`config.mk`:
```
export PLATFORM = sky130hd
export DESIGN_NAME = ctm_top
export DESIGN_NICKNAME = d
export VERILOG_FILES = /design/src/rtl/ctm_pkg.sv /design/src/rtl/ctm_match.sv /design/src/rtl/ctm_regs.sv /design/src/rtl/ctm_top.sv
export SDC_FILE = /design/constraint.sdc
export NUM_CORES = 1
export LEC_CHECK = 0
export ABC_AREA = 0
export BUFFER_PORTS_ARGS = -buffer_cell sky130_fd_sc_hd__buf_2
export CORE_MARGIN = 2
export CORE_UTILIZATION = 35
export DETAILED_ROUTE_END_ITERATION = 6
export GPL_TIMING_DRIVEN = 0
export PLACE_DENSITY_LB_ADDON = 0.3
export SLEW_MARGIN = 20
export SYNTH_ARGS = -nofsm -noshare
export SYNTH_HDL_FRONTEND = slang
export SYNTH_HIERARCHICAL = 1
export SYNTH_SLANG_ARGS = --single-unit
export TNS_END_PERCENT = 20
```
`constraint.sdc`:
```
create_clock -name clk_sys_i -period 4.3 [get_ports clk_sys_i]
set_input_delay 0.86 -clock clk_sys_i [delete_from_list [all_inputs] [get_ports clk_sys_i]]
set_output_delay 0.86 -clock clk_sys_i [all_outputs]
set_load 0.02 [all_outputs]
```
`src/rtl/ctm_pkg.sv`:
```
// package for the compact timer: register map, field layout, modes, reset values
// assumes a byte-wide register port with byte offsets of our choosing
package ctm_pkg;
  localparam int unsigned CNT_W = 10;
  localparam int unsigned ADDR_W = 3;
  localparam logic [2:0] OFS_CTRL0 = 3'h0;
  localparam logic [2:0] OFS_CTRL1 = 3'h1;
  localparam logic [2:0] OFS_CNT_LO = 3'h2;
  localparam logic [2:0] OFS_CNT_HI = 3'h3;
  localparam logic [2:0] OFS_CMPA_LO = 3'h4;
  localparam logic [2:0] OFS_CMPA_HI = 3'h5;
  localparam logic [2:0] OFS_FLAGS = 3'h6;
  localparam logic [7:0] CTRL0_RST = 8'h00;
  localparam logic [7:0] CTRL1_RST = 8'h00;
  localparam logic [9:0] CMPA_RST = 10'h000;
  localparam logic [9:0] CNT_MAX = 10'h3ff;
  localparam logic [9:0] CNT_ZERO = 10'h000;
  localparam logic [2:0] PCODE_ZERO = 3'h0;
  localparam int unsigned PCODE_LSB = 7;
  localparam logic [1:0] MODE_CMP = 2'h0;
  localparam logic [1:0] MODE_PWM = 2'h2;
  localparam logic [1:0] MODE_TMR = 2'h3;
  localparam logic [1:0] OF_NONE = 2'h0;
  localparam logic [1:0] OF_LOW = 2'h1;
  localparam logic [1:0] OF_HIGH = 2'h2;
  localparam logic [1:0] OF_TOGGLE = 2'h3;
  localparam logic [1:0] PF_INACTIVE = 2'h0;
  localparam logic [1:0] PF_ACTIVE = 2'h1;
  localparam logic [1:0] PF_WAVE = 2'h2;
  // control 0: pause, clock select(unused), on/off, period code
  typedef struct packed {
    logic counter_pause;
    logic [2:0] clk_sel;
    logic timer_on_off;
    logic [2:0] period_code;
  } ctm_ctrl0_t;
  // control 1 layout
  typedef struct packed {
    logic [1:0] mode;
    logic [1:0] out_func;
    logic output_control;
    logic output_invert;
    logic period_duty_swap;
    logic clear_select;
  } ctm_ctrl1_t;
  typedef struct packed {
    logic wr;
    logic rd;
    logic [2:0] addr;
    logic [7:0] wdata;
  } ctm_bus_t;
  typedef struct packed {
    logic a_match;
    logic p_match;
  } ctm_match_t;
endpackage : ctm_pkg

```
`src/rtl/ctm_match.sv`:
```
// comparators A and P against the counter
// assumes counter and compare values from the timer core
`timescale 1ns/10ps
`default_nettype none
module ctm_match (
  input wire logic [9:0] count_i,
  input wire logic [9:0] cmpa_i,
  input wire logic [2:0] pcode_i,
  output ctm_pkg::ctm_match_t match_o
);
  // p compares only counter bits 9..7
  always_comb begin
    match_o.a_match = (count_i == cmpa_i);
    match_o.p_match = (count_i[9:ctm_pkg::PCODE_LSB] == pcode_i);
  end
endmodule // ctm_match
`default_nettype wire

```
`src/rtl/ctm_regs.sv`:
```
// control register storage and sw flag clear decode
// assumes one-cycle write strobes
`timescale 1ns/10ps
`default_nettype none
module ctm_regs (
  input wire logic clk_sys_i,
  input wire logic rst_i,
  input wire ctm_pkg::ctm_bus_t bus_i,
  output ctm_pkg::ctm_ctrl0_t ctrl0_o,
  output ctm_pkg::ctm_ctrl1_t ctrl1_o,
  output logic [9:0] cmpa_o,
  output logic [1:0] flag_clr_o
);
  always_ff @(posedge clk_sys_i) begin
    if (rst_i) begin
      ctrl0_o <= ctm_pkg::CTRL0_RST;
      ctrl1_o <= ctm_pkg::CTRL1_RST;
    end else if (bus_i.wr && bus_i.addr == ctm_pkg::OFS_CTRL0) begin
      ctrl0_o <= bus_i.wdata;
    end else if (bus_i.wr && bus_i.addr == ctm_pkg::OFS_CTRL1) begin
      ctrl1_o <= bus_i.wdata;
    end
  end
  always_ff @(posedge clk_sys_i) begin
    if (rst_i) begin
      cmpa_o <= ctm_pkg::CMPA_RST;
    end else if (bus_i.wr && bus_i.addr == ctm_pkg::OFS_CMPA_LO) begin
      cmpa_o[7:0] <= bus_i.wdata;
    end else if (bus_i.wr && bus_i.addr == ctm_pkg::OFS_CMPA_HI) begin
      cmpa_o[9:8] <= bus_i.wdata[1:0];
    end
  end
  // write one to clear
  always_comb begin
    flag_clr_o = (bus_i.wr && bus_i.addr == ctm_pkg::OFS_FLAGS) ? bus_i.wdata[1:0] : 2'h0;
  end
endmodule // ctm_regs
`default_nettype wire

```
`src/rtl/ctm_top.sv`:
```
// compact 10-bit timer: counter, two comparators, output pin and flags
// assumes synchronous byte register port and one system clock used as counter clock
`timescale 1ns/10ps
`default_nettype none
// Notes on behaviour
// - counter readable as low byte plus bits nine and eight; rest zero
// - compare A value read/write as low byte and two-bit high byte
// - mode field: 00 compare output, 10 pwm, 11 timer/counter
// - clear select low: clear on P match or overflow at code zero; both flags
// - clear select high: clear on A match, only A flag raised
// - clear select high with A zero: overflow at 3ff, no A flag
// - compare mode pin changes only on A match and on enable rising edge
// - output function: none, low, high or toggle on A match
// - enable rising edge loads pin with output-control initial level
// - timer mode counts like compare mode, pin left unused
// - pwm ignores clear select; swap bit picks period and duty source
// - swap zero: period from code, 128 steps, zero means 1024; duty from A
// - swap one: period from A; duty from code in 128 steps, zero 1024
// - duty at or above period gives full duty
// - pwm raises a flag per comparator on match
// - pwm: output control sets active level, function forces, invert flips
// - pwm counting and flags continue while pin is forced
// - enable rising edge clears counter; falling edge keeps value
// - period code compares counter bits nine to seven
// - pwm function: 00 inactive, 01 active, 10 waveform, 11 undefined
// - pause holds counter, resumes from held value
module ctm_top (
  input wire logic clk_sys_i,
  input wire logic rst_i,
  input wire logic [2:0] addr_i,
  input wire logic [7:0] wdata_i,
  input wire logic wr_i,
  input wire logic rd_i,
  output logic [7:0] rdata_o,
  output logic timer_output_pin_o,
  output logic timer_output_en_o,
  output logic a_match_irq_o,
  output logic p_match_irq_o
);
  typedef enum logic [2:0] {
    ST_OFF = 3'b001,
    ST_START = 3'b010,
    ST_RUN = 3'b100
  } ctm_state_t;

  ctm_pkg::ctm_bus_t bus;
  ctm_pkg::ctm_ctrl0_t ctrl0;
  ctm_pkg::ctm_ctrl1_t ctrl1;
  ctm_pkg::ctm_match_t match;
  logic [9:0] cmpa;
  logic [1:0] flag_clr;
  logic [9:0] cnt_r;
  logic [9:0] cnt_nxt;
  logic on_d_r;
  logic on_rise;
  logic pin_r;
  logic pin_nxt;
  logic a_flag_r;
  logic p_flag_r;
  logic set_a;
  logic set_p;
  logic clear_cnt;
  logic counting;
  logic is_pwm;
  logic is_cmp;
  logic [10:0] period_val;
  logic [10:0] duty_val;
  logic wave_act;
  logic pwm_lvl;
  logic a_hit;
  logic p_hit;
  ctm_state_t state_r;
  ctm_state_t state_nxt;

  always_comb begin
    bus.wr = wr_i;
    bus.rd = rd_i;
    bus.addr = addr_i;
    bus.wdata = wdata_i;
  end

  ctm_regs u_regs (
    .clk_sys_i(clk_sys_i),
    .rst_i(rst_i),
    .bus_i(bus),
    .ctrl0_o(ctrl0),
    .ctrl1_o(ctrl1),
    .cmpa_o(cmpa),
    .flag_clr_o(flag_clr)
  );

  ctm_match u_match (
    .count_i(cnt_r),
    .cmpa_i(cmpa),
    .pcode_i(ctrl0.period_code),
    .match_o(match)
  );

  // enable edge detect
  always_ff @(posedge clk_sys_i) begin
    if (rst_i) begin
      on_d_r <= 1'b0;
    end else begin
      on_d_r <= ctrl0.timer_on_off;
    end
  end
  assign on_rise = ctrl0.timer_on_off && !on_d_r;

  // on/off sequencing
  always_comb begin
    case (state_r)
      ST_OFF: state_nxt = on_rise ? ST_START : ST_OFF;
      ST_START: state_nxt = ctrl0.timer_on_off ? ST_RUN : ST_OFF;
      ST_RUN: state_nxt = ctrl0.timer_on_off ? ST_RUN : ST_OFF;
      default: state_nxt = ST_OFF;
    endcase
  end
  always_ff @(posedge clk_sys_i) begin
    if (rst_i) begin
      state_r <= ST_OFF;
    end else begin
      state_r <= state_nxt;
    end
  end

  assign is_pwm = (ctrl1.mode == ctm_pkg::MODE_PWM);
  assign is_cmp = (ctrl1.mode == ctm_pkg::MODE_CMP);
  assign counting = (state_r == ST_RUN) && !ctrl0.counter_pause;

  // pwm period and duty in counts; code zero means 1024
  always_comb begin
    if (!ctrl1.period_duty_swap) begin
      period_val = {ctrl0.period_code == ctm_pkg::PCODE_ZERO,
                    ctrl0.period_code, 7'h00};
      duty_val = {1'b0, cmpa};
    end else begin
      period_val = {1'b0, cmpa};
      duty_val = {ctrl0.period_code == ctm_pkg::PCODE_ZERO,
                  ctrl0.period_code, 7'h00};
    end
  end

  // match events on the count just reached
  always_comb begin
    a_hit = match.a_match && (cmpa != ctm_pkg::CNT_ZERO);
    p_hit = match.p_match && (cnt_r[6:0] == 7'h00) &&
            (ctrl0.period_code != ctm_pkg::PCODE_ZERO);
    set_a = 1'b0;
    set_p = 1'b0;
    clear_cnt = 1'b0;
    if (counting) begin
      if (is_pwm) begin
        // period comparator matches on the last count before the clear
        clear_cnt = ({1'b0, cnt_r} + 11'h001 >= period_val);
        if (ctrl1.period_duty_swap) begin
          set_a = clear_cnt;
          set_p = p_hit || (ctrl0.period_code == ctm_pkg::PCODE_ZERO &&
                  cnt_r == ctm_pkg::CNT_ZERO);
        end else begin
          set_a = match.a_match;
          set_p = clear_cnt;
        end
      end else if (ctrl1.clear_select) begin
        set_a = a_hit;
        clear_cnt = a_hit || (cnt_r == ctm_pkg::CNT_MAX);
      end else begin
        set_a = a_hit;
        set_p = p_hit || (ctrl0.period_code == ctm_pkg::PCODE_ZERO &&
                cnt_r == ctm_pkg::CNT_MAX);
        clear_cnt = p_hit || (cnt_r == ctm_pkg::CNT_MAX);
      end
    end
  end

  // counter
  always_comb begin
    cnt_nxt = cnt_r;
    if (state_r == ST_START) begin
      cnt_nxt = ctm_pkg::CNT_ZERO;
    end else if (counting) begin
      cnt_nxt = clear_cnt ? ctm_pkg::CNT_ZERO : cnt_r + 10'h001;
    end
  end
  always_ff @(posedge clk_sys_i) begin
    if (rst_i) begin
      cnt_r <= ctm_pkg::CNT_ZERO;
    end else begin
      cnt_r <= cnt_nxt;
    end
  end

  // sticky flags, set wins over clear
  always_ff @(posedge clk_sys_i) begin
    if (rst_i) begin
      a_flag_r <= 1'b0;
      p_flag_r <= 1'b0;
    end else begin
      a_flag_r <= set_a || (a_flag_r && !flag_clr[1]);
      p_flag_r <= set_p || (p_flag_r && !flag_clr[0]);
    end
  end

  // pwm level before polarity
  always_comb begin
    wave_act = ({1'b0, cnt_r} < duty_val) || (duty_val >= period_val);
    case (ctrl1.out_func)
      ctm_pkg::PF_INACTIVE: pwm_lvl = !ctrl1.output_control;
      ctm_pkg::PF_ACTIVE: pwm_lvl = ctrl1.output_control;
      ctm_pkg::PF_WAVE: pwm_lvl = wave_act ? ctrl1.output_control
                                           : !ctrl1.output_control;
      default: pwm_lvl = pin_r;
    endcase
  end

  // pin level, stored before inversion
  always_comb begin
    pin_nxt = pin_r;
    if (state_r == ST_START) begin
      pin_nxt = ctrl1.output_control;
    end else if (is_pwm && state_r == ST_RUN) begin
      pin_nxt = pwm_lvl;
    end else if (is_cmp && set_a) begin
      case (ctrl1.out_func)
        ctm_pkg::OF_NONE: pin_nxt = pin_r;
        ctm_pkg::OF_LOW: pin_nxt = 1'b0;
        ctm_pkg::OF_HIGH: pin_nxt = 1'b1;
        ctm_pkg::OF_TOGGLE: pin_nxt = !pin_r;
        default: pin_nxt = pin_r;
      endcase
    end
  end
  always_ff @(posedge clk_sys_i) begin
    if (rst_i) begin
      pin_r <= 1'b0;
    end else begin
      pin_r <= pin_nxt;
    end
  end

  // registered outputs
  always_ff @(posedge clk_sys_i) begin
    if (rst_i) begin
      timer_output_pin_o <= 1'b0;
      timer_output_en_o <= 1'b0;
    end else begin
      timer_output_pin_o <= pin_nxt ^ ctrl1.output_invert;
      timer_output_en_o <= (ctrl1.mode != ctm_pkg::MODE_TMR) &&
                           (ctrl1.mode != 2'h1);
    end
  end
  always_ff @(posedge clk_sys_i) begin
    if (rst_i) begin
      a_match_irq_o <= 1'b0;
      p_match_irq_o <= 1'b0;
    end else begin
      a_match_irq_o <= set_a || (a_flag_r && !flag_clr[1]);
      p_match_irq_o <= set_p || (p_flag_r && !flag_clr[0]);
    end
  end

  // read data, one cycle after strobe
  always_ff @(posedge clk_sys_i) begin
    if (rst_i) begin
      rdata_o <= 8'h00;
    end else if (rd_i) begin
      case (addr_i)
        ctm_pkg::OFS_CTRL0: rdata_o <= ctrl0;
        ctm_pkg::OFS_CTRL1: rdata_o <= ctrl1;
        ctm_pkg::OFS_CNT_LO: rdata_o <= cnt_r[7:0];
        ctm_pkg::OFS_CNT_HI: rdata_o <= {6'h00, cnt_r[9:8]};
        ctm_pkg::OFS_CMPA_LO: rdata_o <= cmpa[7:0];
        ctm_pkg::OFS_CMPA_HI: rdata_o <= {6'h00, cmpa[9:8]};
        ctm_pkg::OFS_FLAGS: rdata_o <= {6'h00, a_flag_r, p_flag_r};
        default: rdata_o <= 8'h00;
      endcase
    end else begin
      rdata_o <= 8'h00;
    end
  end
endmodule // ctm_top
`default_nettype wire

```
==> insert_results.sql, run 1 <==
INSERT INTO impl_metrics (metric_group, metric, value, unit) VALUES
('status', 'run_status', 'completed', ''),
('placed_design', 'globalplace.congestion', '0.848', ''),
('global_route', 'vias_in_the_first_global_route', '3185', ''),
('cts', 'cts.clk_slew.worst_paths', '120', 'ps'),
('timing', 'setup_repair_after_global_routing_missed_its_margin', 'false', ''),
('logic_synthesis', 'post_synth_xor_area_fraction', '0.0564', ''),
('pwr', 'report.power.total', '973', 'uW'),
('logic_synthesis', 'syn-instance-count', '437', ''),
('layout', 'area_growth_syn_to_layout', '10.6', '%'),
('floorplan', 'core', '10300', 'um^2'),
('timing', 'layout_min_cycle_time', '3660', 'ps'),
('logic_synthesis', 'number_of_enable_type_register_cells_in_the_synthesized_netlist', '0', ''),
('layout', 'post-route-cell-area', '4100', 'um^2'),
('pwr', 'power_leakage', '1.79', 'nW'),
('logic_synthesis', 'synth_compound_area_frac', '0.123', ''),
('logic_synthesis', 'synth_sequential_area_ratio', '0.286', ''),
('critical_path', 'startpoint_type', 'register', ''),
('placed_design', 'place_area', '4010', 'um^2'),
('global_route', 'antenna_found_initial', '0', ''),
('global_route', 'grt_first_pass_wirelength', '16.7', 'mm'),
('layout', 'post_route_cells_drive_above_1_share', '0.127', ''),
('floorplan', 'ios', '27', ''),
('layout', 'nNetsFinal', '510', ''),
('floorplan', 'die_width', '107', 'um'),
('global_route', 'grt_remaining_overflow', '0', ''),
('detailed_routing', 'drcViolationCount', '0', ''),
('logic_synthesis', 'synth_top_family_by_area', 'simple AND/OR/NAND/NOR gates', ''),
('critical_path', 'critical-path-max-stage-delay', '550', 'ps'),
('cts', 'htree_num_levels', '2', ''),
('logic_synthesis', 'synth_nets', '477', ''),
('timing', 'max_freq', '0.273', 'GHz'),
('logic_synthesis', 'synth.yosys.warnings', '6', ''),
('timing', 'timing.slew.headroom', '0.548', ''),
('hold_path', 'holdCritPathClass', 'register to register', ''),
('logic_synthesis', 'synth.avg_cell_area', '8.48', 'um^2'),
('pwr', 'power.ir.vdd_worst', '0.000144', 'V'),
('detailed_routing', 'remaining_antenna_violation_count_after_routing', '0', ''),
('cts', 'cts_inserted_buffers', '5', ''),
('logic_synthesis', 'synth.ff_latch_count', '53', ''),
('floorplan', 'initial_standard_cell_utilization_of_the_core', '0.359', ''),
('pwr', 'power.density_cell_area', '237', 'nW/um^2'),
('logic_synthesis', 'post_synth_and_or_nand_nor_area_fraction', '0.279', ''),
('detailed_routing', 'viasPerCell', '5.43', ''),
('timing', 'final.setup_skew', '20.1', 'ps'),
('timing', 'timing.setup.tns', '0', 'ps'),
('floorplan', 'dieHeight', '107', 'um'),
('layout', 'post-route-util', '0.397', ''),
('floorplan', 'die-area', '11400', 'um^2'),
('run', 'cap_viol_max_count', '0', ''),
('detailed_routing', 'vias', '3299', ''),
('logic_synthesis', 'yosys_most_used_dff', 'dfxtp_1', ''),
('cts', 'post_cts_hold_buffer_count', '0', ''),
('detailed_routing', 'drt_first_pass_iters', '5', ''),
('detailed_routing', 'detail_route.iter0.violations', '279', ''),
('global_route', 'total_global_route_track_usage', '0.187', ''),
('logic_synthesis', 'ys_async_sr_fraction', '0', ''),
('critical_path', 'critical_path.endpoint_type', 'register', ''),
('logic_synthesis', 'yosys.cell_types.count', '59', ''),
('floorplan', 'core_rows', '37', ''),
('critical_path', 'cp_data_arrival_time', '3910', 'ps'),
('logic_synthesis', 'mux_contribution_to_synthesized_area', '0.132', ''),
('detailed_routing', 'routedWlPerCell', '16.9', 'um'),
('logic_synthesis', 'adder_cell_share_of_the_synthesized_area', '0.0844', ''),
('critical_path', 'crit_required', '4550', 'ps'),
('critical_path', 'timing.critical_path.cells', 'ha_1 > nand3_1 > or3_1 > xnor2_1 > ha_1 > a21o_1 > a21o_1 > a21oi_1 > o211a_1 > clkbuf_1 > o22ai_1 > a21oi_1', ''),
('global_route', 'grt_max_degree', '19', ''),
('layout', 'fillers', '1052', ''),
('cts', 'maximum_root_to_sink_buffer_count', '2', ''),
('timing', 'final_setup_violation_count', '0', ''),
('timing', 'hold_ws', '412', 'ps'),
('cts', 'cts.root.buffer_cell', 'clkbuf_8', '');
[cell type report]
class,count,area [um^2],area share
clock inverters,3,25.0,0.00610
well taps,136,170,0.0415
flip-flops and latches,53,1060,0.259
clock buffers,5,68.8,0.0168
plain buffers,25,109,0.0265
multi-input cells,349,2500,0.610
repair buffers,26,130,0.0317
inverters,10,37.5,0.00915
[kinds of logic (layout without fill, tap and decap cells)]
family	after synthesis	after routing
multiplexers	46	46
flip-flops	53	53
XOR/XNOR	23	23
AO/OA/AOI/OAI	70	70
adder cells (fa/ha/maj)	25	25
buffers and inverters	35	69
AND/OR/NAND/NOR	185	185
[layer usage]
metal,vias up,share of wire,GRT usage
met3,12,0.046,0.0261
met5,-,0,0
li1,1623,-,-
met2,98,0.46,0.300
met4,0,0.017,0.0538
met1,1566,0.48,0.261
[Yosys cell counts (8+ instances only)]
cell type,n,area (um^2)
ha_1,25,313
xnor2_1,12,105
xor2_1,10,87.6
dfxtp_1,53,1060
o21ai_0,9,45.0
nand2_1,46,173
mux2i_1,43,430
a21oi_1,23,115
clkbuf_1,17,63.8
inv_1,10,37.5
nand3_1,8,40.0
nand2b_1,37,231
nor2_1,34,128
nor3_1,9,45.0
[power by group]
| part | switching [mW] | leakage [nW] | total [mW] | internal [mW] |
|---|---|---|---|---|
| Sequential | 0.0132 | 0.429 | 0.513 | 0.499 |
| Combinational | 0.0894 | 1.31 | 0.152 | 0.0631 |
| Clock | 0.188 | 0.0452 | 0.308 | 0.119 |
| Total | 0.291 | 1.79 | 0.973 | 0.682 |
[worst max-delay path, delay by kind of cell (launching register included)]
| family | cells | cell delay, ps |
|---|---|---|
| AOI/OAI and AO/OA | 6 | 1100 |
| xor gates and xnor gates | 1 | 170 |
| adders and majority gates | 2 | 640 |
| buffers and inverters | 1 | 410 |
| DFF | 1 | 550 |
| and+or+nand+nor | 2 | 710 |
[sequential cells by signal (all words and copies together), names as in the netlist, 3 cells and up]
| name | flops |
|---|---|
| u_regs/cmpa_o | 10 |
| u_regs/ctrl1_o | 8 |
| u_regs/ctrl0_o | 8 |
| cnt_r | 10 |
| rdata_o | 8 |
| state_r | 3 |
[layout by cell type, fill, tap and decap left out, drive strengths merged, types with 4 or more instances in the layout]
master,Yosys,routed
dfxtp,53,53
nand2,46,46
mux2i,43,43
nand2b,37,37
nor2,34,34
buf,8,34
ha,25,25
a21oi,23,23
clkbuf,17,22
xnor2,13,13
inv,10,12
o21ai,12,12
xor2,10,10
nor3,10,10
nand3,9,9
nor2b,7,7
nand4,7,7
o22ai,7,7
and3,7,7
a21o,6,6
a31oi,6,6
nor4,6,6
or3,5,5
nor3b,4,4
o211ai,4,4
[through the flow]
step | setup WS, ps | cells
2_1_floorplan | 1290 | 437
3_3_place_gp | 765 | 599
3_5_place_dp | 732 | 599
4_1_cts | 676 | 607
5_1_grt | 423 | 607
6_report | 643 | 607
[worst paths after layout]
path | startpoint | cells after the start | endpoint | slack [ps]
setup / recovery | cnt_r[1] | 12 | cnt_r[6] | 640
hold / removal | on_d_r | 1 | state_r[1] | 410
setup reg to reg | cnt_r[1] | 12 | cnt_r[6] | 640
hold reg to reg | on_d_r | 1 | state_r[1] | 410
Note: power is estimated with default switching activity, not from simulation.
==> run 2, diff against run 1 <==
--- a/config.mk
+++ b/config.mk
@@ -12,6 +12,7 @@
 export DETAILED_ROUTE_END_ITERATION = 6
 export GPL_TIMING_DRIVEN = 0
 export PLACE_DENSITY_LB_ADDON = 0.3
+export REMOVE_ABC_BUFFERS = 1
 export SLEW_MARGIN = 20
 export SYNTH_ARGS = -nofsm -noshare
 export SYNTH_HDL_FRONTEND = slang
==> run 2 against run 1 <==
  * Count of clock-buffer cells in the layout increased by 1
  * Critical path depth decreased by 1
  * Flip-flop and latch count unchanged
  * Die area unchanged
  * Register-to-register slack improved by 240 ps
  * Sequential share of layout area increased by 0.53 points
  * First-iteration DRC count decreased by 37%
  * Combinational power decreased by 9%
  * Largest power group unchanged
==> insert_results.sql, run 2 (synthesis results as in run 1) <==
INSERT INTO impl_metrics (metric_group, metric, value, unit) VALUES
('status', 'run_status', 'completed', ''),
('placed_design', 'hpwl', '7.19', 'mm'),
('critical_path', 'crit_fanout', '11', ''),
('timing', 'fin_crit_sh', '0.796', ''),
('timing', 'timing.final.max_slew_violations', '0', ''),
('pwr', 'power.ir.vdd_worst', '0.000168', 'V'),
('cts', 'cts.root.buffer_cell', 'clkbuf_8', ''),
('floorplan', 'core', '10300', 'um^2'),
('cts', 'post_cts_resized', '0', ''),
('floorplan', 'ios', '27', ''),
('cts', 'htree_num_levels', '2', ''),
('layout', 'post-route-cell-area', '4020', 'um^2'),
('timing', 'hold_ws', '408', 'ps'),
('pwr', 'report.power.total', '1.01', 'mW'),
('cts', 'cts.clk_slew.worst_paths', '100', 'ps'),
('timing', 'max_freq', '0.292', 'GHz'),
('placed_design', 'globalplace.congestion', '0.879', ''),
('pwr', 'power.density_cell_area', '253', 'nW/um^2'),
('critical_path', 'startpoint_type', 'register', ''),
('detailed_routing', 'detail_route.wirelength', '9.65', 'mm'),
('timing', 'final_setup_violation_count', '0', ''),
('detailed_routing', 'viasPerCell', '5.47', ''),
('layout', 'area_growth_syn_to_layout', '8.40', '%'),
('placed_design', 'place_ws', '957', 'ps'),
('detailed_routing', 'detail_route.iter0.violations', '176', ''),
('timing', 'max_slew.worst_pin.slew', '902', 'ps'),
('layout', 'layout.cells.most_common_list', 'dfxtp_1 (53), nand2_1 (46), mux2i_1 (43)', ''),
('floorplan', 'core_rows', '37', ''),
('detailed_routing', 'remaining_antenna_violation_count_after_routing', '0', ''),
('pwr', 'power_leakage', '1.75', 'nW'),
('cts', 'post-cts-setup-buffers', '0', ''),
('placed_design', 'place_area', '3900', 'um^2'),
('placed_design', 'placed_cells', '574', ''),
('detailed_routing', 'routedWlPerCell', '16.6', 'um'),
('timing', 'timing.setup.tns', '0', 'ps'),
('layout', 'mostFrequentLayoutCell', 'dfxtp_1', ''),
('cts', 'maximum_root_to_sink_buffer_count', '2', ''),
('floorplan', 'die-area', '11400', 'um^2'),
('hold_path', 'holdCritPathClass', 'register to register', ''),
('critical_path', 'r2r_start', 'cnt_r[1]', ''),
('critical_path', 'critical-path-max-stage-delay', '570', 'ps'),
('global_route', 'antenna_found_initial', '0', ''),
('global_route', 'vias_in_the_first_global_route', '3073', ''),
('layout', 'post_route_cells_drive_above_1_share', '0.119', ''),
('critical_path', 'cp_data_arrival_time', '3670', 'ps'),
('global_route', 'grt_max_degree', '45', ''),
('layout', 'post-route-util', '0.389', ''),
('critical_path', 'timing.critical_path.cells', 'ha_1 > nand3_1 > or3_1 > xnor2_1 > ha_1 > a21o_1 > a21o_1 > a21oi_1 > o211a_1 > o22ai_1 > a21oi_1', ''),
('timing', 'layout_min_cycle_time', '3420', 'ps'),
('cts', 'clock_sinks', '53', ''),
('floorplan', 'dieHeight', '107', 'um'),
('floorplan', 'initial_standard_cell_utilization_of_the_core', '0.359', ''),
('layout', 'stdcell_count', '582', ''),
('placed_design', 'buffer_ports.inserted', '26', ''),
('layout', 'registers_with_the_most_flip_flops', 'cnt_r (10), u_regs/cmpa_o (10)', ''),
('layout', 'nNetsFinal', '485', ''),
('timing', 'setup_slack', '879', 'ps'),
('critical_path', 'cp_slowest_cell', 'dfxtp_1', ''),
('hold_path', 'source_of_the_worst_hold_timing_path', 'on_d_r', ''),
('critical_path', 'crit_required', '4550', 'ps'),
('run', 'cap_viol_max_count', '0', ''),
('cts', 'cts_inserted_buffers', '5', ''),
('detailed_routing', 'vias', '3184', ''),
('cts', 'post_cts_hold_buffer_count', '0', ''),
('critical_path', 'setup.worst_path.start', 'cnt_r[1]', ''),
('detailed_routing', 'drt_first_pass_iters', '5', ''),
('global_route', 'grt_remaining_overflow', '0', ''),
('global_route', 'total_global_route_track_usage', '0.177', ''),
('critical_path', 'critical_path.endpoint_type', 'register', ''),
('timing', 'setup_repair_after_global_routing_missed_its_margin', 'false', ''),
('cts', 'clk_latency', '310', 'ps'),
('floorplan', 'die_width', '107', 'um'),
('timing', 'hold_viol', '0', ''),
('timing', 'timing.slew.headroom', '0.398', ''),
('timing', 'final.setup_skew', '8.81', 'ps'),
('layout', 'antenna_cells', '0', ''),
('global_route', 'grt_first_pass_wirelength', '16.0', 'mm'),
('critical_path', 'timing.setup.critical_path_class', 'register to register', ''),
('cts', 'clock_tree_from_tritoncts', 'built', ''),
('detailed_routing', 'drcViolationCount', '0', '');
## run 2: changes by cell type in the layout (fill, tap and decap cells not counted), sizes merged
cell,change
buf,-8
bufinv,+1
inv,-2
clkbuf,-16
## run 2: final timing paths
kind,to,slack [ps],depth (start not counted)
max,cnt_r[5],880,11
min,state_r[1],410,1
max reg2reg,cnt_r[5],880,11
min reg2reg,state_r[1],410,1
## run 2: layout make-up
type | instances | area, um^2
tap | 136 | 170
clock inverter | 2 | 37.5
fill | 1063 | 6300
sequential | 53 | 1060
inverter | 10 | 37.5
multi-input combinational | 349 | 2500
clock buffer | 6 | 82.6
timing repair buffer | 26 | 130
## run 2: report_power, final
| part | internal [mW] | total [mW] | switching [mW] |
|---|---|---|---|
| Clock | 0.189 | 0.358 | 0.169 |
| Sequential | 0.499 | 0.518 | 0.0193 |
| Combinational | 0.0586 | 0.138 | 0.0795 |
| Total | 0.747 | 1.01 | 0.268 |
## run 2: layer usage
layer	up-vias	global-route usage	share of wire
met5	-	0	0
met3	6	0.0237	0.027
met2	56	0.298	0.49
li1	1571	-	-
met4	0	0.0436	0.011
met1	1551	0.238	0.47
## run 2: worst max-delay path, delay by kind of cell (launching register included)
family / cells / cell delay (ps)
flops: 1 / 570
xor+xnor: 1 / 160
simple gates: 2 / 750
fa+ha+maj: 2 / 640
compound gates: 6 / 1240
